## src/hdl/itp_pkg.sv

```systemverilog
/*
 * Package for the isochronous transmit packing control block: register map,
 * field positions, reset values, packing modes and timing constants.
 * Assumes a 50 MHz system clock and 32-bit classic Wishbone register access.
 */
package itp_pkg;

	// ----------------------------------------------------------------
	// Register map
	// ----------------------------------------------------------------
	localparam logic [7:0]  ADDR_PACK_CONTROL  = 8'h20;
	localparam logic [7:0]  ADDR_HEADER_ONE    = 8'h24;
	localparam logic [7:0]  ADDR_HEADER_TWO    = 8'h28;
	localparam logic [7:0]  ADDR_STATUS        = 8'h2C;
	localparam logic [31:0] RST_PACK_CONTROL   = 32'h00000001;
	localparam logic [31:0] RST_HEADER_ONE     = 32'h00000000;
	localparam logic [31:0] RST_HEADER_TWO     = 32'h00000000;
	localparam logic [31:0] PACK_CONTROL_MASK  = 32'h7FFFFFFF;
	localparam logic [31:0] HEADER_ONE_MASK    = 32'h00FFFC00;
	localparam logic [31:0] HEADER_TWO_MASK    = 32'h3FFFFFFF;

	// ----------------------------------------------------------------
	// Field positions
	// ----------------------------------------------------------------
	localparam int POS_NET_AUDIO   = 30;
	localparam int POS_CLK_SEL     = 28;
	localparam int POS_TRDELAY     = 16;
	localparam int POS_MAX_BLOCKS  = 8;
	localparam int POS_EXT_STAMP   = 7;
	localparam int POS_FS_DELAY    = 5;
	localparam int POS_TX_EN       = 4;
	localparam int POS_PACK_MODE   = 2;
	localparam int POS_STAMP_EN    = 1;
	localparam int POS_SOFT_RST    = 0;
	localparam int POS_BLOCK_SIZE  = 16;
	localparam int POS_FRACTION    = 14;
	localparam int POS_PAD_COUNT   = 11;
	localparam int POS_PREFIX      = 10;

	// ----------------------------------------------------------------
	// Timing: 125 us bus cycle at 50 MHz, offset ticks, frame sync delay default
	// ----------------------------------------------------------------
	localparam int CLK_HZ          = 50_000_000;
	localparam int BUS_CYCLE_US    = 125;
	localparam int BUS_CYCLE_CLKS  = CLK_HZ / 1_000_000 * BUS_CYCLE_US;
	localparam int OFFSET_TICKS    = 3072;
	localparam logic [1:0] FS_DELAY_DEFAULT = 2'd3;

	// ----------------------------------------------------------------
	// Types
	// ----------------------------------------------------------------
	typedef enum logic [1:0] {
		PM_VARIABLE,
		PM_FIXED,
		PM_MPEG2,
		PM_HEADER_ONLY
	} itp_pack_mode_t;

	typedef struct packed {
		logic        net_audio;
		logic [1:0]  clk_sel;
		logic [11:0] transport_delay;
		logic [7:0]  max_blocks;
		logic        ext_stamp;
		logic [1:0]  fs_delay;
		logic        tx_en;
		logic [1:0]  pack_mode;
		logic        stamp_en;
		logic        soft_rst;
	} itp_ctrl_t;

	typedef struct packed {
		logic [31:0] q1;
		logic [31:0] q2;
	} itp_header_t;

endpackage

```

## src/hdl/itp_top.sv

```systemverilog
/*
 * Isochronous transmit packing control: three configuration registers on
 * classic Wishbone, SYT stamp generation from frame sync, CIP header build,
 * application packet acceptance and port clock generation.
 * Assumes a cycle timer from the link core and a packet engine that asks for
 * headers once per bus cycle and reports whether the payload is empty.
 */
// Our own choice: the Wishbone slave port.
`timescale 1ns/1ps

// Behaviour
// - Networked-audio mode holds pending stamp until a non-empty packet goes out.
// - Frame sync pulse makes stamp: delay plus cycle nibble with current offset.
// - Networked-audio mode adds two bus cycles to the programmed delay.
// - Clock select 00 makes port clock an input; others drive 24.576/12.288/6.144 MHz (here 25/12.5/6.25 MHz from 50 MHz, and only while tx_en is set).
// - Transport delay low nibble adds to offset top, rest to cycle count.
// - Block count field limits data blocks per bus packet payload.
// - External stamp quadlet comes first with sync and valid, replacing own stamp.
// - Delay code 01 is 2 cycles, 00 is 3, 10 is 4, 11 reserved.
// - Enable accepts packets and sends one per cycle; clearing finishes current one.
// - Packing mode picks variable, fixed, MPEG-2 or headers-only format.
// - Stamp insert enable generates SYT stamps into CIP header.
// - Transmitter reset flushes the FIFO and stops transmission at once.
// - Block size field in quadlets; zero means 256.
// - Fraction code 00/01/10/11 splits source packet into 1/2/4/8 blocks.
// - Pad quadlets appended before blocking; count below block size and 2^fraction.
// - Stamp-prefix flag puts a 25-bit cycle timer stamp before each packet.
// - Header quadlet two copied to CIP quadlet two with format field.
// - With stamping, low 16 bits are SYT if sync edge seen, else ones.
// - Without stamping, all 24 low bits sent as programmed.
module itp_top
(
	// Clock and reset
	input  wire logic                 clk_i,
	input  wire logic                 rst_i,
	// Wishbone slave
	input  wire logic                 cyc_i,
	input  wire logic                 stb_i,
	input  wire logic                 we_i,
	input  wire logic [7:0]           adr_i,
	input  wire logic [3:0]           sel_i,
	input  wire logic [31:0]          dat_i,
	output logic      [31:0]          dat_o,
	output logic                      ack_o,
	// Cycle timer from the link core
	input  wire logic [12:0]          cycle_count_i,
	input  wire logic [11:0]          cycle_offset_i,
	// Packet engine handshake
	input  wire logic                 hdr_req_i,
	input  wire logic                 payload_empty_i,
	input  wire logic                 packet_done_i,
	output itp_pkg::itp_header_t      header_o,
	output logic                      hdr_valid_o,
	output itp_pkg::itp_ctrl_t        ctrl_o,
	output logic                      tx_active_o,
	output logic                      fifo_flush_o,
	// Application port
	input  wire logic                 frame_sync_input_i,
	input  wire logic                 packet_sync_strobe_i,
	input  wire logic                 packet_valid_strobe_i,
	input  wire logic [7:0]           app_data_i,
	input  wire logic                 port_clock_pin_i,
	output logic                      port_clock_pin_o,
	output logic                      port_clock_pin_oe_n_o,
	output logic      [31:0]          ext_stamp_o,
	output logic                      ext_stamp_valid_o,
	output logic                      app_accept_o
);

	// ----------------------------------------------------------------
	// Registers and bus
	// ----------------------------------------------------------------
	logic [31:0] pack_control_ff;
	logic [31:0] header_one_ff;
	logic [31:0] header_two_ff;
	logic        ack_ff;
	logic [31:0] dat_ff;
	logic        bus_req;
	logic [31:0] wr_mask;
	itp_pkg::itp_ctrl_t ctrl;
	logic        tx_active_ff;
	logic        flush_ff;
	logic        pending_ff;

	assign bus_req = cyc_i && stb_i && !ack_ff;
	assign wr_mask = {{8{sel_i[3]}}, {8{sel_i[2]}}, {8{sel_i[1]}}, {8{sel_i[0]}}};
	assign ctrl = pack_control_ff[30:0];

	always_ff @(posedge clk_i)
	begin
		if (rst_i)
		begin
			pack_control_ff <= itp_pkg::RST_PACK_CONTROL;
			header_one_ff   <= itp_pkg::RST_HEADER_ONE;
			header_two_ff   <= itp_pkg::RST_HEADER_TWO;
		end
		else if (bus_req && we_i)
		begin
			case (adr_i)
				itp_pkg::ADDR_PACK_CONTROL:
					pack_control_ff <= ((pack_control_ff & ~wr_mask) | (dat_i & wr_mask))
						& itp_pkg::PACK_CONTROL_MASK;
				itp_pkg::ADDR_HEADER_ONE:
					header_one_ff <= ((header_one_ff & ~wr_mask) | (dat_i & wr_mask))
						& itp_pkg::HEADER_ONE_MASK;
				itp_pkg::ADDR_HEADER_TWO:
					header_two_ff <= ((header_two_ff & ~wr_mask) | (dat_i & wr_mask))
						& itp_pkg::HEADER_TWO_MASK;
				default:
					;
			endcase
		end
	end

	always_ff @(posedge clk_i)
	begin
		if (rst_i)
		begin
			ack_ff <= 1'b0;
			dat_ff <= 32'h00000000;
		end
		else
		begin
			ack_ff <= bus_req;
			if (bus_req && !we_i)
			begin
				case (adr_i)
					itp_pkg::ADDR_PACK_CONTROL: dat_ff <= pack_control_ff;
					itp_pkg::ADDR_HEADER_ONE:   dat_ff <= header_one_ff;
					itp_pkg::ADDR_HEADER_TWO:   dat_ff <= header_two_ff;
					itp_pkg::ADDR_STATUS:       dat_ff <= {29'h0, pending_ff, tx_active_ff, flush_ff};
					default:                    dat_ff <= 32'h00000000;
				endcase
			end
		end
	end

	assign ack_o  = ack_ff;
	assign dat_o  = dat_ff;
	assign ctrl_o = ctrl;

	// ----------------------------------------------------------------
	// Input synchronisers
	// ----------------------------------------------------------------
	logic [1:0] fs_sync_ff;
	logic [1:0] psync_sync_ff;
	logic [1:0] pvalid_sync_ff;
	logic [7:0] data_meta_ff;
	logic [7:0] data_sync_ff;
	logic       fs_prev_ff;
	logic       fs_rise;

	always_ff @(posedge clk_i)
	begin
		if (rst_i)
		begin
			fs_sync_ff     <= 2'b00;
			psync_sync_ff  <= 2'b00;
			pvalid_sync_ff <= 2'b00;
			data_meta_ff   <= 8'h00;
			data_sync_ff   <= 8'h00;
			fs_prev_ff     <= 1'b0;
		end
		else
		begin
			fs_sync_ff     <= {fs_sync_ff[0], frame_sync_input_i};
			psync_sync_ff  <= {psync_sync_ff[0], packet_sync_strobe_i};
			pvalid_sync_ff <= {pvalid_sync_ff[0], packet_valid_strobe_i};
			data_meta_ff   <= app_data_i;
			data_sync_ff   <= data_meta_ff;
			fs_prev_ff     <= fs_sync_ff[1];
		end
	end

	assign fs_rise = fs_sync_ff[1] && !fs_prev_ff;

	// ----------------------------------------------------------------
	// Transmitter state: enable, soft reset, flush
	// ----------------------------------------------------------------
	always_ff @(posedge clk_i)
	begin
		if (rst_i || ctrl.soft_rst)
			tx_active_ff <= 1'b0;
		else if (ctrl.tx_en)
			tx_active_ff <= 1'b1;
		else if (packet_done_i)
			tx_active_ff <= 1'b0;
	end

	always_ff @(posedge clk_i)
	begin
		if (rst_i)
			flush_ff <= 1'b1;
		else
			flush_ff <= ctrl.soft_rst;
	end

	assign tx_active_o  = tx_active_ff;
	assign fifo_flush_o = flush_ff;

	// ----------------------------------------------------------------
	// SYT stamp generation
	// ----------------------------------------------------------------
	logic [2:0]  fs_cycles;
	logic [15:0] syt_ff;
	logic        take_stamp;
	logic        hdr_valid_ff;
	itp_pkg::itp_header_t header_ff;

	always_comb
	begin
		case (ctrl.fs_delay)
			2'b01:   fs_cycles = 3'd2;
			2'b10:   fs_cycles = 3'd4;
			default: fs_cycles = {1'b0, itp_pkg::FS_DELAY_DEFAULT};
		endcase
		if (ctrl.net_audio)
			fs_cycles = fs_cycles + 3'd2;
	end

	assign take_stamp = hdr_req_i && tx_active_ff && !(ctrl.net_audio && payload_empty_i);

	always_ff @(posedge clk_i)
	begin
		if (rst_i || ctrl.soft_rst)
		begin
			syt_ff     <= 16'hFFFF;
			pending_ff <= 1'b0;
		end
		else if (fs_rise && ctrl.stamp_en)
		begin
			syt_ff     <= {4'(cycle_count_i[3:0] + {1'b0, fs_cycles}), cycle_offset_i};
			pending_ff <= 1'b1;
		end
		else if (take_stamp)
			pending_ff <= 1'b0;
	end

	// ----------------------------------------------------------------
	// Header build, one per bus cycle request
	// ----------------------------------------------------------------
	always_ff @(posedge clk_i)
	begin
		if (rst_i || ctrl.soft_rst)
		begin
			header_ff    <= '0;
			hdr_valid_ff <= 1'b0;
		end
		else
		begin
			hdr_valid_ff <= hdr_req_i && tx_active_ff;
			if (hdr_req_i && tx_active_ff)
			begin
				header_ff.q1 <= header_one_ff;
				header_ff.q2 <= {2'b10, header_two_ff[29:24], header_two_ff[23:16], header_two_ff[15:0]};
				if (ctrl.stamp_en)
					header_ff.q2[15:0] <= (pending_ff && take_stamp) ? syt_ff : 16'hFFFF;
				else
					header_ff.q2[23:0] <= header_two_ff[23:0];
			end
		end
	end

	assign header_o    = header_ff;
	assign hdr_valid_o = hdr_valid_ff;

	// ----------------------------------------------------------------
	// Application port: external stamp capture and prefix stamp
	// ----------------------------------------------------------------
	logic [1:0]  byte_idx_ff;
	logic        in_stamp_ff;
	logic [31:0] ext_ff;
	logic        ext_valid_ff;
	logic [24:0] prefix_stamp;
	logic [11:0] off_sum;
	logic [12:0] cnt_sum;

	// Transport delay: low nibble into offset top, remainder into count
	assign off_sum      = 12'(cycle_offset_i + {ctrl.transport_delay[3:0], 8'h00});
	assign cnt_sum      = 13'(cycle_count_i + {5'h00, ctrl.transport_delay[11:4]} + {12'h000, off_sum < cycle_offset_i});
	assign prefix_stamp = {cnt_sum, off_sum};

	always_ff @(posedge clk_i)
	begin
		if (rst_i || ctrl.soft_rst)
		begin
			byte_idx_ff  <= 2'd0;
			in_stamp_ff  <= 1'b0;
			ext_ff       <= 32'h00000000;
			ext_valid_ff <= 1'b0;
		end
		else
		begin
			ext_valid_ff <= 1'b0;
			if (pvalid_sync_ff[1] && ctrl.tx_en && ctrl.ext_stamp)
			begin
				if (psync_sync_ff[1])
				begin
					ext_ff      <= {data_sync_ff, 24'h000000};
					byte_idx_ff <= 2'd1;
					in_stamp_ff <= 1'b1;
				end
				else if (in_stamp_ff)
				begin
					ext_ff[31 - 8 * byte_idx_ff -: 8] <= data_sync_ff;
					byte_idx_ff <= 2'(byte_idx_ff + 2'd1);
					if (byte_idx_ff == 2'd3)
					begin
						in_stamp_ff  <= 1'b0;
						ext_valid_ff <= 1'b1;
					end
				end
			end
			else if (ctrl.tx_en && ctrl.pack_mode != itp_pkg::PM_HEADER_ONLY
					&& header_one_ff[itp_pkg::POS_PREFIX] && psync_sync_ff[1] && pvalid_sync_ff[1])
			begin
				ext_ff       <= {7'h00, prefix_stamp};
				ext_valid_ff <= 1'b1;
			end
		end
	end

	assign ext_stamp_o       = ext_ff;
	assign ext_stamp_valid_o = ext_valid_ff;
	assign app_accept_o      = ctrl.tx_en && !ctrl.soft_rst
		&& ctrl.pack_mode != itp_pkg::PM_HEADER_ONLY;

	// ----------------------------------------------------------------
	// Port clock generation: 50 MHz gives nearest integer divisors
	// ----------------------------------------------------------------
	logic [2:0] clk_div_ff;
	logic [2:0] clk_half;
	logic       pclk_ff;

	always_comb
	begin
		case (ctrl.clk_sel)
			2'b01:   clk_half = 3'd0;
			2'b10:   clk_half = 3'd1;
			default: clk_half = 3'd3;
		endcase
	end

	always_ff @(posedge clk_i)
	begin
		if (rst_i || ctrl.clk_sel == 2'b00)
		begin
			clk_div_ff <= 3'd0;
			pclk_ff    <= 1'b0;
		end
		else if (clk_div_ff >= clk_half)
		begin
			clk_div_ff <= 3'd0;
			pclk_ff    <= !pclk_ff;
		end
		else
			clk_div_ff <= 3'(clk_div_ff + 3'd1);
	end

	assign port_clock_pin_o      = pclk_ff;
	assign port_clock_pin_oe_n_o = !(ctrl.clk_sel != 2'b00 && ctrl.tx_en);

	// ----------------------------------------------------------------
	// Assertions
	// ----------------------------------------------------------------
	a_bus_ack_once: assert property (@(posedge clk_i) disable iff (rst_i)
		ack_o |=> !ack_o) else $error("ack held longer than one cycle");
	a_soft_rst_stop: assert property (@(posedge clk_i) disable iff (rst_i)
		ctrl.soft_rst |=> !tx_active_o && fifo_flush_o) else $error("soft reset did not stop transmitter");
	a_empty_holds: assert property (@(posedge clk_i) disable iff (rst_i)
		(ctrl.net_audio && ctrl.stamp_en && hdr_req_i && payload_empty_i && pending_ff && !fs_rise && !ctrl.soft_rst)
		|=> pending_ff) else $error("stamp released on empty packet");
	a_syt_default: assert property (@(posedge clk_i) disable iff (rst_i)
		(hdr_req_i && tx_active_o && ctrl.stamp_en && !pending_ff && !ctrl.soft_rst)
		|=> header_o.q2[15:0] == 16'hFFFF) else $error("no stamp but low bits not all ones");
	a_plain_copy: assert property (@(posedge clk_i) disable iff (rst_i)
		(hdr_req_i && tx_active_o && !ctrl.stamp_en && !ctrl.soft_rst)
		|=> header_o.q2[23:0] == $past(header_two_ff[23:0])) else $error("header two low bits altered");
	a_fmt_copy: assert property (@(posedge clk_i) disable iff (rst_i)
		(hdr_req_i && tx_active_o && !ctrl.soft_rst)
		|=> header_o.q2[29:24] == $past(header_two_ff[29:24])) else $error("format field wrong");
	a_stamp_delay: assert property (@(posedge clk_i) disable iff (rst_i)
		(fs_rise && ctrl.stamp_en && !ctrl.soft_rst && !ctrl.net_audio && ctrl.fs_delay == 2'b01)
		|=> syt_ff[15:12] == 4'($past(cycle_count_i[3:0]) + 4'd2)) else $error("stamp delay wrong");
	a_net_delay: assert property (@(posedge clk_i) disable iff (rst_i)
		(fs_rise && ctrl.stamp_en && !ctrl.soft_rst && ctrl.net_audio && ctrl.fs_delay == 2'b00)
		|=> syt_ff[15:12] == 4'($past(cycle_count_i[3:0]) + 4'd5)) else $error("networked delay wrong");
	a_clk_input: assert property (@(posedge clk_i) disable iff (rst_i)
		(ctrl.clk_sel == 2'b00) |-> port_clock_pin_oe_n_o) else $error("port clock driven in input mode");
	a_enable_done: assert property (@(posedge clk_i) disable iff (rst_i)
		(tx_active_o && !ctrl.tx_en && !packet_done_i && !ctrl.soft_rst) |=> tx_active_o)
		else $error("transmitter stopped before packet done");

endmodule

```

## config.mk

```make
export PLATFORM = sky130hd
export DESIGN_NAME = itp_top
export DESIGN_NICKNAME = d
export VERILOG_FILES = /design/src/hdl/itp_pkg.sv /design/src/hdl/itp_top.sv
export SDC_FILE = /design/constraint.sdc
export NUM_CORES = 1
export LEC_CHECK = 0
export BUFFER_PORTS_ARGS = -buffer_cell sky130_fd_sc_hd__buf_2
export CAP_MARGIN = 20
export CORE_MARGIN = 1.5
export CORE_UTILIZATION = 52
export DETAILED_ROUTE_END_ITERATION = 10
export PLACE_DENSITY = 0.8
export SLEW_MARGIN = 10
export SYNTH_ARGS = -nofsm -noshare
export SYNTH_HDL_FRONTEND = slang
export SYNTH_SLANG_ARGS = --single-unit
```

## constraint.sdc

```tcl
create_clock -name clk_i -period 4.1 [get_ports clk_i]
set_clock_uncertainty 0.1 [all_clocks]
set_input_delay 0.205 -clock clk_i [delete_from_list [all_inputs] [get_ports clk_i]]
set_output_delay 0.205 -clock clk_i [all_outputs]
set_load 0.01 [all_outputs]
```

## Yosys cells after proc, flatten, opt, wreduce, memory -nomap -nowiden

Index checks and enable logic that the tools add are counted.

| storage, ports and cells | value |
|---|---|
| input bits | 89 |
| register bits after elaboration | 236 |
| word-level logic and storage cells | 121 |
| output and inout port bits | 167 |

| cells by class | value |
|---|---|
| equal/unequal tests | 11 |
| add/subtract/negate cells | 9 |
| reductions and logical operators | 40 |
| bitwise gates (word level) | 8 |
| multiplexer cells | 25 |
| magnitude comparators | 2 |
| shift operators | 2 |

Operators by type and width:

| cell | count |
|---|---|
| $mux W32 | 4 |
| $pmux W31 S4 | 1 |
| $and A31 B31 Y31 | 2 |
| $shift A8 B34 Y39 const A | 1 |
| $shiftx A8 B34 Y39 | 1 |
| $neg A32 Y34 | 1 |
| $bwmux W32 | 1 |
| $eq A8 B6 Y1 const B | 4 |
| $mux W16 | 2 |
| $not A31 Y31 | 1 |
| $or A31 B31 Y31 | 1 |
| $and A30 B30 Y30 | 1 |
| $or A30 B30 Y30 | 1 |
| $and A24 B24 Y24 | 1 |
| $or A24 B24 Y24 | 1 |
| $logic_and A1 B1 Y1 | 19 |
| $add A13 B1 Y13 | 1 |
| $add A13 B8 Y13 | 1 |
| $add A12 B12 Y12 | 1 |
| $lt A12 B12 Y1 | 1 |
| $mux W1 | 12 |
| $reduce_and A2 Y1 | 5 |
| $reduce_bool A2 Y1 | 5 |
| $logic_not A1 Y1 | 7 |
| 17 further kinds | 22 |

## Depth between registers and ports, before layout

Gate-level depths: netlist of the first run.

| depth | value |
|---|---|
| depth in word-level cells | 7 |
| gate-level depth with buffers | 16 |
| gate-level depth less buffers | 16 |

## Worst setup path after synthesis of the first run

OpenSTA, ideal clock, no wires.

| timing path | value |
|---|---|
| kind | flip-flop to flip-flop |
| start point | register (tool-made name) |
| end point | register ext_ff[24] (netlist: ext_stamp_o[24]) |
| required time | 3.926 ns |
| cell stages (with the launch flop) | 17 |
| clock period less this slack | 3.864 ns |
| setup slack | 0.236 ns |
| arrival | 3.690 ns |
| setup time | 0.074 ns |
| path buffers | 0 |
| path through | dfxtp_1 ha_1 inv_1 fa_1 inv_1 ha_1 o21a_1 o21a_1 o21ai_0 nand2b_1 fa_1 fa_1 nand2b_1 a21o_1 a21oi_1 mux2_2 a31oi_1 |

RTL lines:

| item | line | RTL |
|---|---|---|
| end signal, assigned | itp_top.sv:299 | `ext_ff <= {data_sync_ff, 24'h000000};` |
| end signal, assigned by index | itp_top.sv:305 | `ext_ff[31 - 8 * byte_idx_ff -: 8] <= data_sync_ff;` |
| end signal, assigned | itp_top.sv:317 | `ext_ff <= {7'h00, prefix_stamp};` |
| end, declared | itp_top.sv:272 | `logic [31:0] ext_ff;` |

## Worst setup path after layout of the first run

| timing path | value |
|---|---|
| start point | input cycle_offset_i[8] |
| end point | register ext_ff[24] (netlist: ext_stamp_o[24]) |

| between the ends | value |
|---|---|
| cells in the longest elaborated chain, start to end | 5 |

RTL lines:

| item | line | RTL |
|---|---|---|
| start, declared | itp_top.sv:47 | `input wire logic [11:0] cycle_offset_i,` |
| $add A12 B12 Y12 | itp_top.sv:279 | `assign off_sum = 12'(cycle_offset_i + {ctrl.transport_delay[3:0], 8'h00});` |
| $lt A12 B12 Y1 (*) | itp_top.sv:280 | `assign cnt_sum = 13'(cycle_count_i + {5'h00, ctrl.transport_delay[11:4]} + {12'h000, off_sum < cycle_offset_i} ...` |
| $add A13 B1 Y13 (*) | itp_top.sv:280 |  |
| $mux W32 (*) | itp_top.sv:314 | `else if (ctrl.tx_en && ctrl.pack_mode != itp_pkg::PM_HEADER_ONLY` |
| $mux W32 (*) | itp_top.sv:295 | `if (pvalid_sync_ff[1] && ctrl.tx_en && ctrl.ext_stamp)` |

Mark *: on every way between the ends. The rest lies on a longest branch, timed or not. The select of a mux whose other input is x is not followed.
A chain may end at the register's enable or synchronous reset.

==> reports/summary.txt, run 1 <==
Rows -> 50
Vias per inst -> 5.65
CP Capture Type -> flip-flop
Max Fanout on Critical Path -> 4
Xor/xnor cell area share of the yosys netlist -> 0.00862
CP max-delay cell -> dlygate4sd3_1
Final nets -> 1583
Die height -> 143 um
M1 GR Usage -> 0.379
Post-synthesis sequential area ratio -> 0.463
Dpl cells -> 1631
Final-layout fill cell count -> 1561
Synth Area in Compound Gates -> 0.174
Clk buf depth -> 3
CTS tree -> yes
Post-synthesis sequential element count -> 235
Post-synth EDFFs -> 0
First-pass GRT wire length -> 48.2 mm
Worst skew pair latency -> 0.52 ns
Hold WS -> 0.0201 ns
HPWL after DPL -> 21.7 mm
Pwr dens -> 359 nW/um^2
Final slew viol count -> 0
Layout Cells excl Fill -> 1738
Most common cell after layout, fill and taps aside -> dfxtp_1
Peak supply drop -> 316 uV
R2r setup slk -> 0.18 ns
Initial DRC count -> 664
Unrepaired setup endpoints after global routing -> no
Routed WL -> 31.6 mm
Vias in the first global route -> 9072
Worst Tran Pin Value -> 1.06 ns
Setup bufs post-CTS -> 0
Hold Crit Class -> input port to flip-flop
Maxcap violations -> 0
N_diodes -> 0
Syn_area_per_cell -> 8.48 um^2
Area grow syn2layout -> 26.0%
DRC -> 0
Clk slew on worst S/H paths -> 0.06 ns
Number of I/O pins -> 256
Die ar. -> 20400 um^2
Placeable Area -> 19000 um^2
Drt pass-1 iters -> 6
Fmax achieved -> 254 MHz
Routability-driven placement congestion ratio -> 0.912
Ys async rst share -> 0
Yosys cell types -> 56
H-tree Lvls -> 1
DR WL/cell -> 18.2 um
Cts bufs inserted -> 24
Remaining antenna violation count after routing -> 0
Family with the most delay on the worst path -> adder cells
Top Usage Layer GRT -> met2
Initial core utilization -> 0.536
Mux cell area share after synthesis -> 0.0448
Final Cycle Share -> 0.960
Grt ovf -> 0
Post-Synth Simple-Gate Area -> 0.209
Synth Area in Adders -> 0.0411
Clk sinks -> 235
Setup tns final -> 0 ns
Most frequent cells in the layout -> 235 x dfxtp_1, 232 x buf_2, 202 x nand2_1, 130 x a21oi_1, 89 x nand3_1
Setup-failing EPs final -> 0
WP data required -> 4.44 ns
Crit path cell chain -> dlygate4sd3_1 > buf_2 > ha_1 > inv_1 > fa_1 > inv_1 > ha_1 > o21a_1 > o21a_1 > o21ai_1 > nand2b_1 > fa_2 > fa_1 > nand2b_4 > a21o_4 > a21oi_4 > mux2_2 > a31oi_1
Root buf cell -> clkbuf_16
Largest net degree at the start of global routing -> 79
Final-report hold violation count -> 0
Mapped Area -> 10200 um^2
Largest family of logic cells by synthesized area -> simple AND/OR/NAND/NOR gates
Warnings from Yosys -> 0
Met2 usage -> 0.515
Ys flop type -> dfxtp_1
Cells after Synth -> 1198
Worst Path Arrival -> 4.27 ns
IO buf count -> 233
Final Critical Period -> 3.93 ns
Status -> finished, final reports clean
Top area cells in the synthesized netlist -> dfxtp_1 46%, nand2_1 7.5%, a21oi_1 6.5%, nand3_1 4.4%, ha_1 3.3%
DIE WIDTH -> 143 um
Share of cells above drive strength 1 -> 0.214
Synth top area share -> 0.463
Final core utilization -> 0.676
Global Route Usage Sum -> 0.301
Met3 Usage GRT -> 0.0449
Worst rel slew slack -> 0.278
Worst path max stage delay -> 0.54 ns
Via count -> 9815
Leakage power -> 5.41 nW
CP Class -> input port to flip-flop
Startpoint Class -> input port
Initial antenna violation count -> 1
Yosys top cell by area -> dfxtp_1
CP bufs+invs -> 4
Tot Pwr -> 4.59 mW
==> path summary, 6_finish.rpt <==
check                           depth (start not counted)                        from                            to
worst max-delay path                                   18           cycle_offset_i[8]  ext_stamp_o[24]$_SDFFE_PP0P_
worst min-delay path                                    4            cycle_count_i[9]  ext_stamp_o[21]$_SDFFE_PP0P_
worst max register to register                         16                   flip-flop  ext_stamp_o[24]$_SDFFE_PP0P_
worst min register to register                          1  data_meta_ff[4]$_SDFF_PP0_    data_sync_ff[4]$_SDFF_PP0_
==> power breakdown <==
group	internal [mW]	switching [mW]	leakage, nW	total (mW)
Combinational	0.117	0.140	3.16	0.257
Clock	1.15	0.882	0.353	2.03
Sequential	2.29	0.0107	1.90	2.30
Total	3.56	1.03	5.41	4.59
==> area by class of cell <==
type / count / area, um^2 / area share
tap: 260 / 325 / 0.0254
clock buffer: 36 / 687 / 0.0536
timing repair buffer: 322 / 2000 / 0.156
sequential: 235 / 4700 / 0.367
inverter: 24 / 90.1 / 0.00703
multi-input combinational: 856 / 4970 / 0.388
clock inverter: 5 / 25.0 / 0.00195
==> layer usage <==
metal,vias to the layer above,routed length [um]
li1,4678,-
met1,4595,12400
met2,467,15100
met4,2,1300
met5,-,11
met3,73,2710
==> repair_timing <==
action | CTS | global route
resized for setup | 0 | 8
endpoints found under the hold margin | 113 | 0
setup endpoints to repair | 0 | 4
hold buffers | 66 | 0
==> cells in the mapped netlist, types with 2 or more instances <==
cell type	number
nand3_1	89
or3_1	3
o21ai_0	38
mux2i_1	32
a32oi_1	6
a21oi_1	131
a21o_1	5
buf_2	13
nand3b_1	5
mux2_2	12
a2111oi_0	3
o21a_1	3
xor2_1	5
o221ai_1	16
buf_6	4
and3_1	6
xnor2_1	5
nor2_1	83
nand2_1	203
ha_1	27
a211o_1	3
and2_1	2
nand4b_1	2
nand2b_1	17
inv_1	23
dfxtp_1	235
o211a_1	2
nor3b_1	2
a31oi_1	11
nor4_1	3
a211oi_1	18
o211ai_1	6
clkbuf_1	64
fa_1	4
buf_4	20
or2_2	2
or4_1	2
nor2b_1	26
nor3_1	10
a22oi_1	41
==> through the flow <==
stage / area, um^2 / worst slack, ns
finish: 12800 / 0.166
global route: 12800 / 0.00533
CTS: 12800 / 0.0293
detailed placement: 11400 / 0.0367
global placement: 11400 / 0.129
floorplan: 10200 / 0.236
==> logic make-up after synthesis <==
group | after synthesis
compound gates | 288
xor+xnor | 10
fa+ha+maj | 31
buf+inv | 126
flops | 235
mux | 44
other cells | 1
simple gates | 463
==> worst min-delay path, stage by stage <==
cell and delay [ns]:
buf_2 0.12, nand2_1 0.05, mux2_2 0.13, a31oi_1 0.07
No activity file was read; power rests on OpenSTA's default activity.
==> run 2: changes to the inputs <==
==> constraint.sdc (replaced) <==
create_clock -name clk_i -period 4.1 [get_ports clk_i]
set_clock_uncertainty 0.1 [all_clocks]
set_input_delay 0.41 -clock clk_i [delete_from_list [all_inputs] [get_ports clk_i]]
set_output_delay 0.41 -clock clk_i [all_outputs]
set_load 0.01 [all_outputs]
==> run 2 against run 1 <==
Effect of this change:
- sequential share of layout area is 1.3 points higher
- highest routed layer unchanged
- wire length is 2.4% lower
- non-clock buffer count is 51 lower
- register-to-register slack better by 0.05 ns
- fmax increased by 1.7%
- hold slack worse by 0.013 ns
- critical path type is now flip-flop to flip-flop
==> reports/summary.txt, run 2 (synthesized netlist as in run 1, its figures left out) <==
Status -> finished, final reports clean (unchanged)
First-pass GRT wire length -> 47.6 mm (was 48.2 mm)
Dpl cells -> 1637 (was 1631)
Setup bufs post-CTS -> 0 (unchanged)
CP Capture Type -> flip-flop (unchanged)
Share of cells above drive strength 1 -> 0.230 (was 0.214)
Setup-failing EPs final -> 0 (unchanged)
Largest net degree at the start of global routing -> 96 (was 79)
Final core utilization -> 0.652 (was 0.676)
Final-report hold violation count -> 0 (unchanged)
DRC -> 0 (unchanged)
Routability-driven placement congestion ratio -> 0.896 (was 0.912)
Worst skew pair latency -> 0.53 ns (was 0.52 ns)
Rows -> 50 (unchanged)
Hold WS -> 0.00689 ns (was 0.0201 ns)
Initial DRC count -> 715 (was 664)
Global Route Usage Sum -> 0.297 (was 0.301)
IO buf count -> 233 (unchanged)
Initial core utilization -> 0.536 (unchanged)
Clk buf depth -> 3 (unchanged)
Grt ovf -> 0 (unchanged)
Hold Crit Class -> input port to flip-flop (unchanged)
Die ar. -> 20400 um^2 (unchanged)
DIE WIDTH -> 143 um (unchanged)
Vias per inst -> 5.68 (was 5.65)
Most frequent cells in the layout -> 235 x dfxtp_1, 232 x buf_2, 202 x nand2_1, 130 x a21oi_1, 89 x nand3_1 (unchanged)
Fmax achieved -> 258 MHz (was 254 MHz)
H-tree Lvls -> 1 (unchanged)
Layout Cells excl Fill -> 1695 (was 1738)
Routed WL -> 30.8 mm (was 31.6 mm)
Number of I/O pins -> 256 (unchanged)
Most common cell after layout, fill and taps aside -> dfxtp_1 (unchanged)
Final slew viol count -> 0 (unchanged)
HPWL after DPL -> 21.7 mm (about the same)
WP data required -> 4.41 ns (was 4.44 ns)
Max Fanout on Critical Path -> 4 (unchanged)
Startpoint Class -> flip-flop (was input port)
CTS tree -> yes (unchanged)
Clk sinks -> 235 (unchanged)
Worst Tran Pin Value -> 1.10 ns (was 1.06 ns)
Placeable Area -> 19000 um^2 (unchanged)
Final nets -> 1533 (was 1583)
Leakage power -> 5.26 nW (was 5.41 nW)
Clk slew on worst S/H paths -> 0.06 ns (about the same)
Final Critical Period -> 3.87 ns (was 3.93 ns)
Final Cycle Share -> 0.944 (was 0.960)
Remaining antenna violation count after routing -> 0 (unchanged)
Unrepaired setup endpoints after global routing -> no (unchanged)
DR WL/cell -> 18.2 um (about the same)
Maxcap violations -> 0 (unchanged)
Area grow syn2layout -> 21.7% (was 26.0%)
Tot Pwr -> 4.73 mW (was 4.59 mW)
CP Class -> flip-flop to flip-flop (was input port to flip-flop)
Vias in the first global route -> 9005 (was 9072)
Die height -> 143 um (unchanged)
Setup tns final -> 0 ns (unchanged)
Peak supply drop -> 238 uV (was 316 uV)
Worst Path Arrival -> 4.18 ns (was 4.27 ns)
Cts bufs inserted -> 25 (was 24)
Pwr dens -> 382 nW/um^2 (was 359 nW/um^2)
Root buf cell -> clkbuf_16 (unchanged)
Via count -> 9634 (was 9815)
Drt pass-1 iters -> 7 (was 6)
Initial antenna violation count -> 4 (was 1)
Worst rel slew slack -> 0.269 (was 0.278)
run 2: cell type report:
| type | instances | area, um^2 |
|---|---|---|
| inverters | 24 | 90.1 |
| flip-flops and latches | 235 | 4700 |
| diodes | 4 | 10.0 |
| well taps | 260 | 325 |
| repair buffers | 271 | 1480 |
| fillers | 1619 | 6590 |
| clock inverters | 6 | 33.8 |
| clock buffers | 39 | 778 |
| multi-input cells | 856 | 4950 |
run 2: worst max-delay path: stages, from the launching register on:
cell,delay [ns]
dfxtp_1,0.33
ha_1,0.16
inv_1,0.05
fa_1,0.47
inv_1,0.05
ha_1,0.26
o21a_1,0.10
o21a_1,0.15
o21ai_0,0.14
nand2b_1,0.12
fa_2,0.39
fa_1,0.39
nand2b_1,0.19
a21o_1,0.22
a211oi_1,0.27
mux2i_1,0.24
a31oi_1,0.10
run 2: repair_timing:
action	CTS	global route
hold buffers	9	0
setup endpoints to repair	0	3
gates resized for setup	0	4
hold endpoints to repair	9	0
run 2: metal layers:
| layer | vias to the layer above | wire length, um | track usage |
|---|---|---|---|
| li1 | 4572 | - | - |
| met1 | 4544 | 12600 | 0.380 |
| met4 | 4 | 1270 | 0.129 |
| met2 | 422 | 14500 | 0.487 |
| met5 | - | 25 | 0 |
| met3 | 92 | 2430 | 0.0614 |
run 2: path summary, 6_finish.rpt:
| kind | startpoint | endpoint | slack (ns) | cells after the start |
|---|---|---|---|---|
| max reg2reg | flip-flop | ext_stamp_o[22]$_SDFFE_PP0P_ | 0.23 | 16 |
| min | app_data_i[4] | data_meta_ff[4]$_SDFF_PP0_ | 0.007 | 2 |
| max | flip-flop | ext_stamp_o[22]$_SDFFE_PP0P_ | 0.23 | 16 |
| min reg2reg | data_meta_ff[5]$_SDFF_PP0_ | data_sync_ff[5]$_SDFF_PP0_ | 0.33 | 1 |
run 2: metrics by stage:
step                instance area [um^2]  setup slack, ns
floorplan                          10200            0.236
global placement                   11400           0.0277
detailed placement                 11400          -0.0130
CTS                                12300            0.143
global route                       12400           0.0471
finish                             12400            0.231
run 2: where the power goes:
part / internal [mW] / switching [mW] / leakage [nW]
registers: 2.29 / 0.0101 / 1.90
clock network: 1.30 / 0.908 / 0.409
logic: 0.0838 / 0.132 / 2.95
==> run 3: changes to the inputs <==
--- a/config.mk
+++ b/config.mk
@@ -10,7 +10,7 @@
 export CORE_MARGIN = 1.5
 export CORE_UTILIZATION = 52
 export DETAILED_ROUTE_END_ITERATION = 10
-export PLACE_DENSITY = 0.8
+export PLACE_DENSITY = 0.78
 export SLEW_MARGIN = 10
 export SYNTH_ARGS = -nofsm -noshare
 export SYNTH_HDL_FRONTEND = slang
==> run 3 against run 2 <==
Effect of this change:
- die area unchanged
- wire length down 1.9%
- setup slack lost 0.024 ns
- fmax shrank 0.62%
- critical path depth is the same
- sequential cell count did not move
- power increased by 2.2%
- clock power rose by 5%
- first-iteration DRC count is 3.4% lower
==> reports/summary.txt, run 3 (synthesized netlist as in run 1, its figures left out) <==
Worst Path Arrival -> 4.21 ns (was 4.18 ns)
Final-layout fill cell count -> 1625 (was 1619)
Worst Tran Pin Value -> 0.981 ns (was 1.10 ns)
Clock power share -> 0.479 (was 0.467)
Max Fanout on Critical Path -> 4 (unchanged)
DR WL/cell -> 17.9 um (was 18.2 um)
Rows -> 50 (unchanged)
Final Cycle Share -> 0.950 (was 0.944)
Setup-failing EPs final -> 0 (unchanged)
Drt pass-1 iters -> 5 (was 7)
Top Usage Layer GRT -> met2 (unchanged)
DIE WIDTH -> 143 um (unchanged)
Combinational power share -> 0.044 (was 0.046)
Layout Cells excl Fill -> 1689 (was 1695)
Unrepaired setup endpoints after global routing -> no (unchanged)
Most common cell after layout, fill and taps aside -> dfxtp_1 (unchanged)
Clk buf depth -> 3 (unchanged)
Initial core utilization -> 0.536 (unchanged)
Final slew viol count -> 0 (unchanged)
Vias per inst -> 5.67 (was 5.68)
Sw frac -> 0.216 (was 0.222)
Maxcap violations -> 0 (unchanged)
Routed WL -> 30.3 mm (was 30.8 mm)
Tot Pwr -> 4.83 mW (was 4.73 mW)
Grt ovf -> 0 (unchanged)
Global Route Usage Sum -> 0.294 (was 0.297)
H-tree Lvls -> 1 (unchanged)
Cts bufs inserted -> 24 (was 25)
Multi-input gate area -> 4950 um^2 (about the same)
Met2 usage -> 0.479 (was 0.487)
Met3 Usage GRT -> 0.0600 (was 0.0614)
Area grow syn2layout -> 21.6% (was 21.7%)
M1 GR Usage -> 0.382 (was 0.380)
Initial DRC count -> 691 (was 715)
Root buf cell -> clkbuf_16 (unchanged)
Placeable Area -> 19000 um^2 (unchanged)
Peak supply drop -> 277 uV (was 238 uV)
IO buf count -> 233 (unchanged)
Clk sinks -> 235 (unchanged)
Pwr dens -> 391 nW/um^2 (was 382 nW/um^2)
Status -> finished, final reports clean (unchanged)
Setup tns final -> 0 ns (unchanged)
Hold WS -> 0.00449 ns (was 0.00689 ns)
DRC -> 0 (unchanged)
CP Class -> flip-flop to flip-flop (unchanged)
Final core utilization -> 0.652 (about the same)
Share of cells above drive strength 1 -> 0.227 (was 0.230)
Final Critical Period -> 3.89 ns (was 3.87 ns)
CTS tree -> yes (unchanged)
CP Capture Type -> flip-flop (unchanged)
Hold Crit Class -> input port to flip-flop (unchanged)
Cell Int Power -> 3.79 mW (was 3.68 mW)
Setup bufs post-CTS -> 0 (unchanged)
Remaining antenna violation count after routing -> 0 (unchanged)
Most frequent cells in the layout -> 235 x dfxtp_1, 232 x buf_2, 203 x nand2_1, 130 x a21oi_1, 89 x nand3_1 (was 235 x dfxtp_1, 232 x buf_2, 202 x nand2_1, 130 x a21oi_1, 89 x nand3_1)
P_sw -> 1.04 mW (was 1.05 mW)
WP data required -> 4.42 ns (was 4.41 ns)
Routability-driven placement congestion ratio -> 0.880 (was 0.896)
Leakage power -> 5.24 nW (was 5.26 nW)
FF+latch area -> 4700 um^2 (unchanged)
First-pass GRT wire length -> 47.3 mm (was 47.6 mm)
Clk slew on worst S/H paths -> 0.06 ns (about the same)
Die height -> 143 um (unchanged)
Seq pwr share -> 0.477 (was 0.488)
Via count -> 9572 (was 9634)
Die ar. -> 20400 um^2 (unchanged)
Vias in the first global route -> 8831 (was 9005)
Startpoint Class -> flip-flop (unchanged)
HPWL after DPL -> 21.4 mm (was 21.7 mm)
Largest net degree at the start of global routing -> 70 (was 96)
Worst skew pair latency -> 0.52 ns (was 0.53 ns)
Final nets -> 1527 (was 1533)
Worst rel slew slack -> 0.341 (was 0.269)
Final-report hold violation count -> 0 (unchanged)
Fmax achieved -> 257 MHz (was 258 MHz)
Number of I/O pins -> 256 (unchanged)
Initial antenna violation count -> 4 (unchanged)
Dpl cells -> 1634 (was 1637)
-- run 3: timing repair --
| item | 4_1_cts | 5_1_grt |
|---|---|---|
| setup endpoints to repair | 0 | 3 |
| resized for setup | 0 | 3 |
| hold buffers | 7 | 0 |
| hold endpoints to repair | 7 | 0 |
-- run 3: layout make-up --
cell class	count	area share
flip-flops and latches	235	0.381
clock inverters	8	0.00972
inverters	24	0.00729
multi-input cells	856	0.400
diodes	4	0.000810
well taps	260	0.0263
clock buffers	36	0.0588
repair buffers	266	0.116
-- run 3: final timing paths --
| kind | start | to | slack (ns) | cells past startpoint |
|---|---|---|---|---|
| max | flip-flop | ext_stamp_o[18]$_SDFFE_PP0P_ | 0.21 | 16 |
| min | app_data_i[7] | data_meta_ff[7]$_SDFF_PP0_ | 0.004 | 2 |
| max reg2reg | flip-flop | ext_stamp_o[18]$_SDFFE_PP0P_ | 0.21 | 16 |
| min reg2reg | data_meta_ff[1]$_SDFF_PP0_ | data_sync_ff[1]$_SDFF_PP0_ | 0.33 | 1 |
-- run 3: metal layers --
layer,share of wire,wire length [um]
met2,0.47,14200
met1,0.41,12400
met5,0.00043,13
met3,0.085,2570
met4,0.036,1080
-- run 3: worst max-delay path: stages, from the launching register on --
cell and delay [ns]:
dfxtp_1 0.33, ha_1 0.16, inv_1 0.05, fa_1 0.47, inv_1 0.06, ha_1 0.28, o21a_1 0.10, o21a_1 0.15
o21ai_0 0.14, nand2b_1 0.12, fa_2 0.38, fa_1 0.39, nand2b_1 0.19, a21o_1 0.21, a2111oi_0 0.34, o21ai_0 0.17
o211a_1 0.14
-- run 3: power groups by stage --
stage / registers, mW / logic [mW] / clock network [mW]
final: 2.30 / 0.212 / 2.32
after global placement: 2.35 / 0.199 / 0
after global routing: 2.30 / 0.232 / 2.42
after detailed placement: 2.35 / 0.202 / 0
after floorplan: 2.35 / 0.131 / 0
after CTS: 2.30 / 0.208 / 2.34
-- run 3: stage by stage --
step / setup slack (ns) / instance area, um^2
6_report: 0.207 / 12400
5_1_grt: 0.0000551 / 12300
4_1_cts: 0.110 / 12300
3_5_place_dp: -0.0684 / 11400
3_3_place_gp: 0.0149 / 11400
2_1_floorplan: 0.236 / 10200
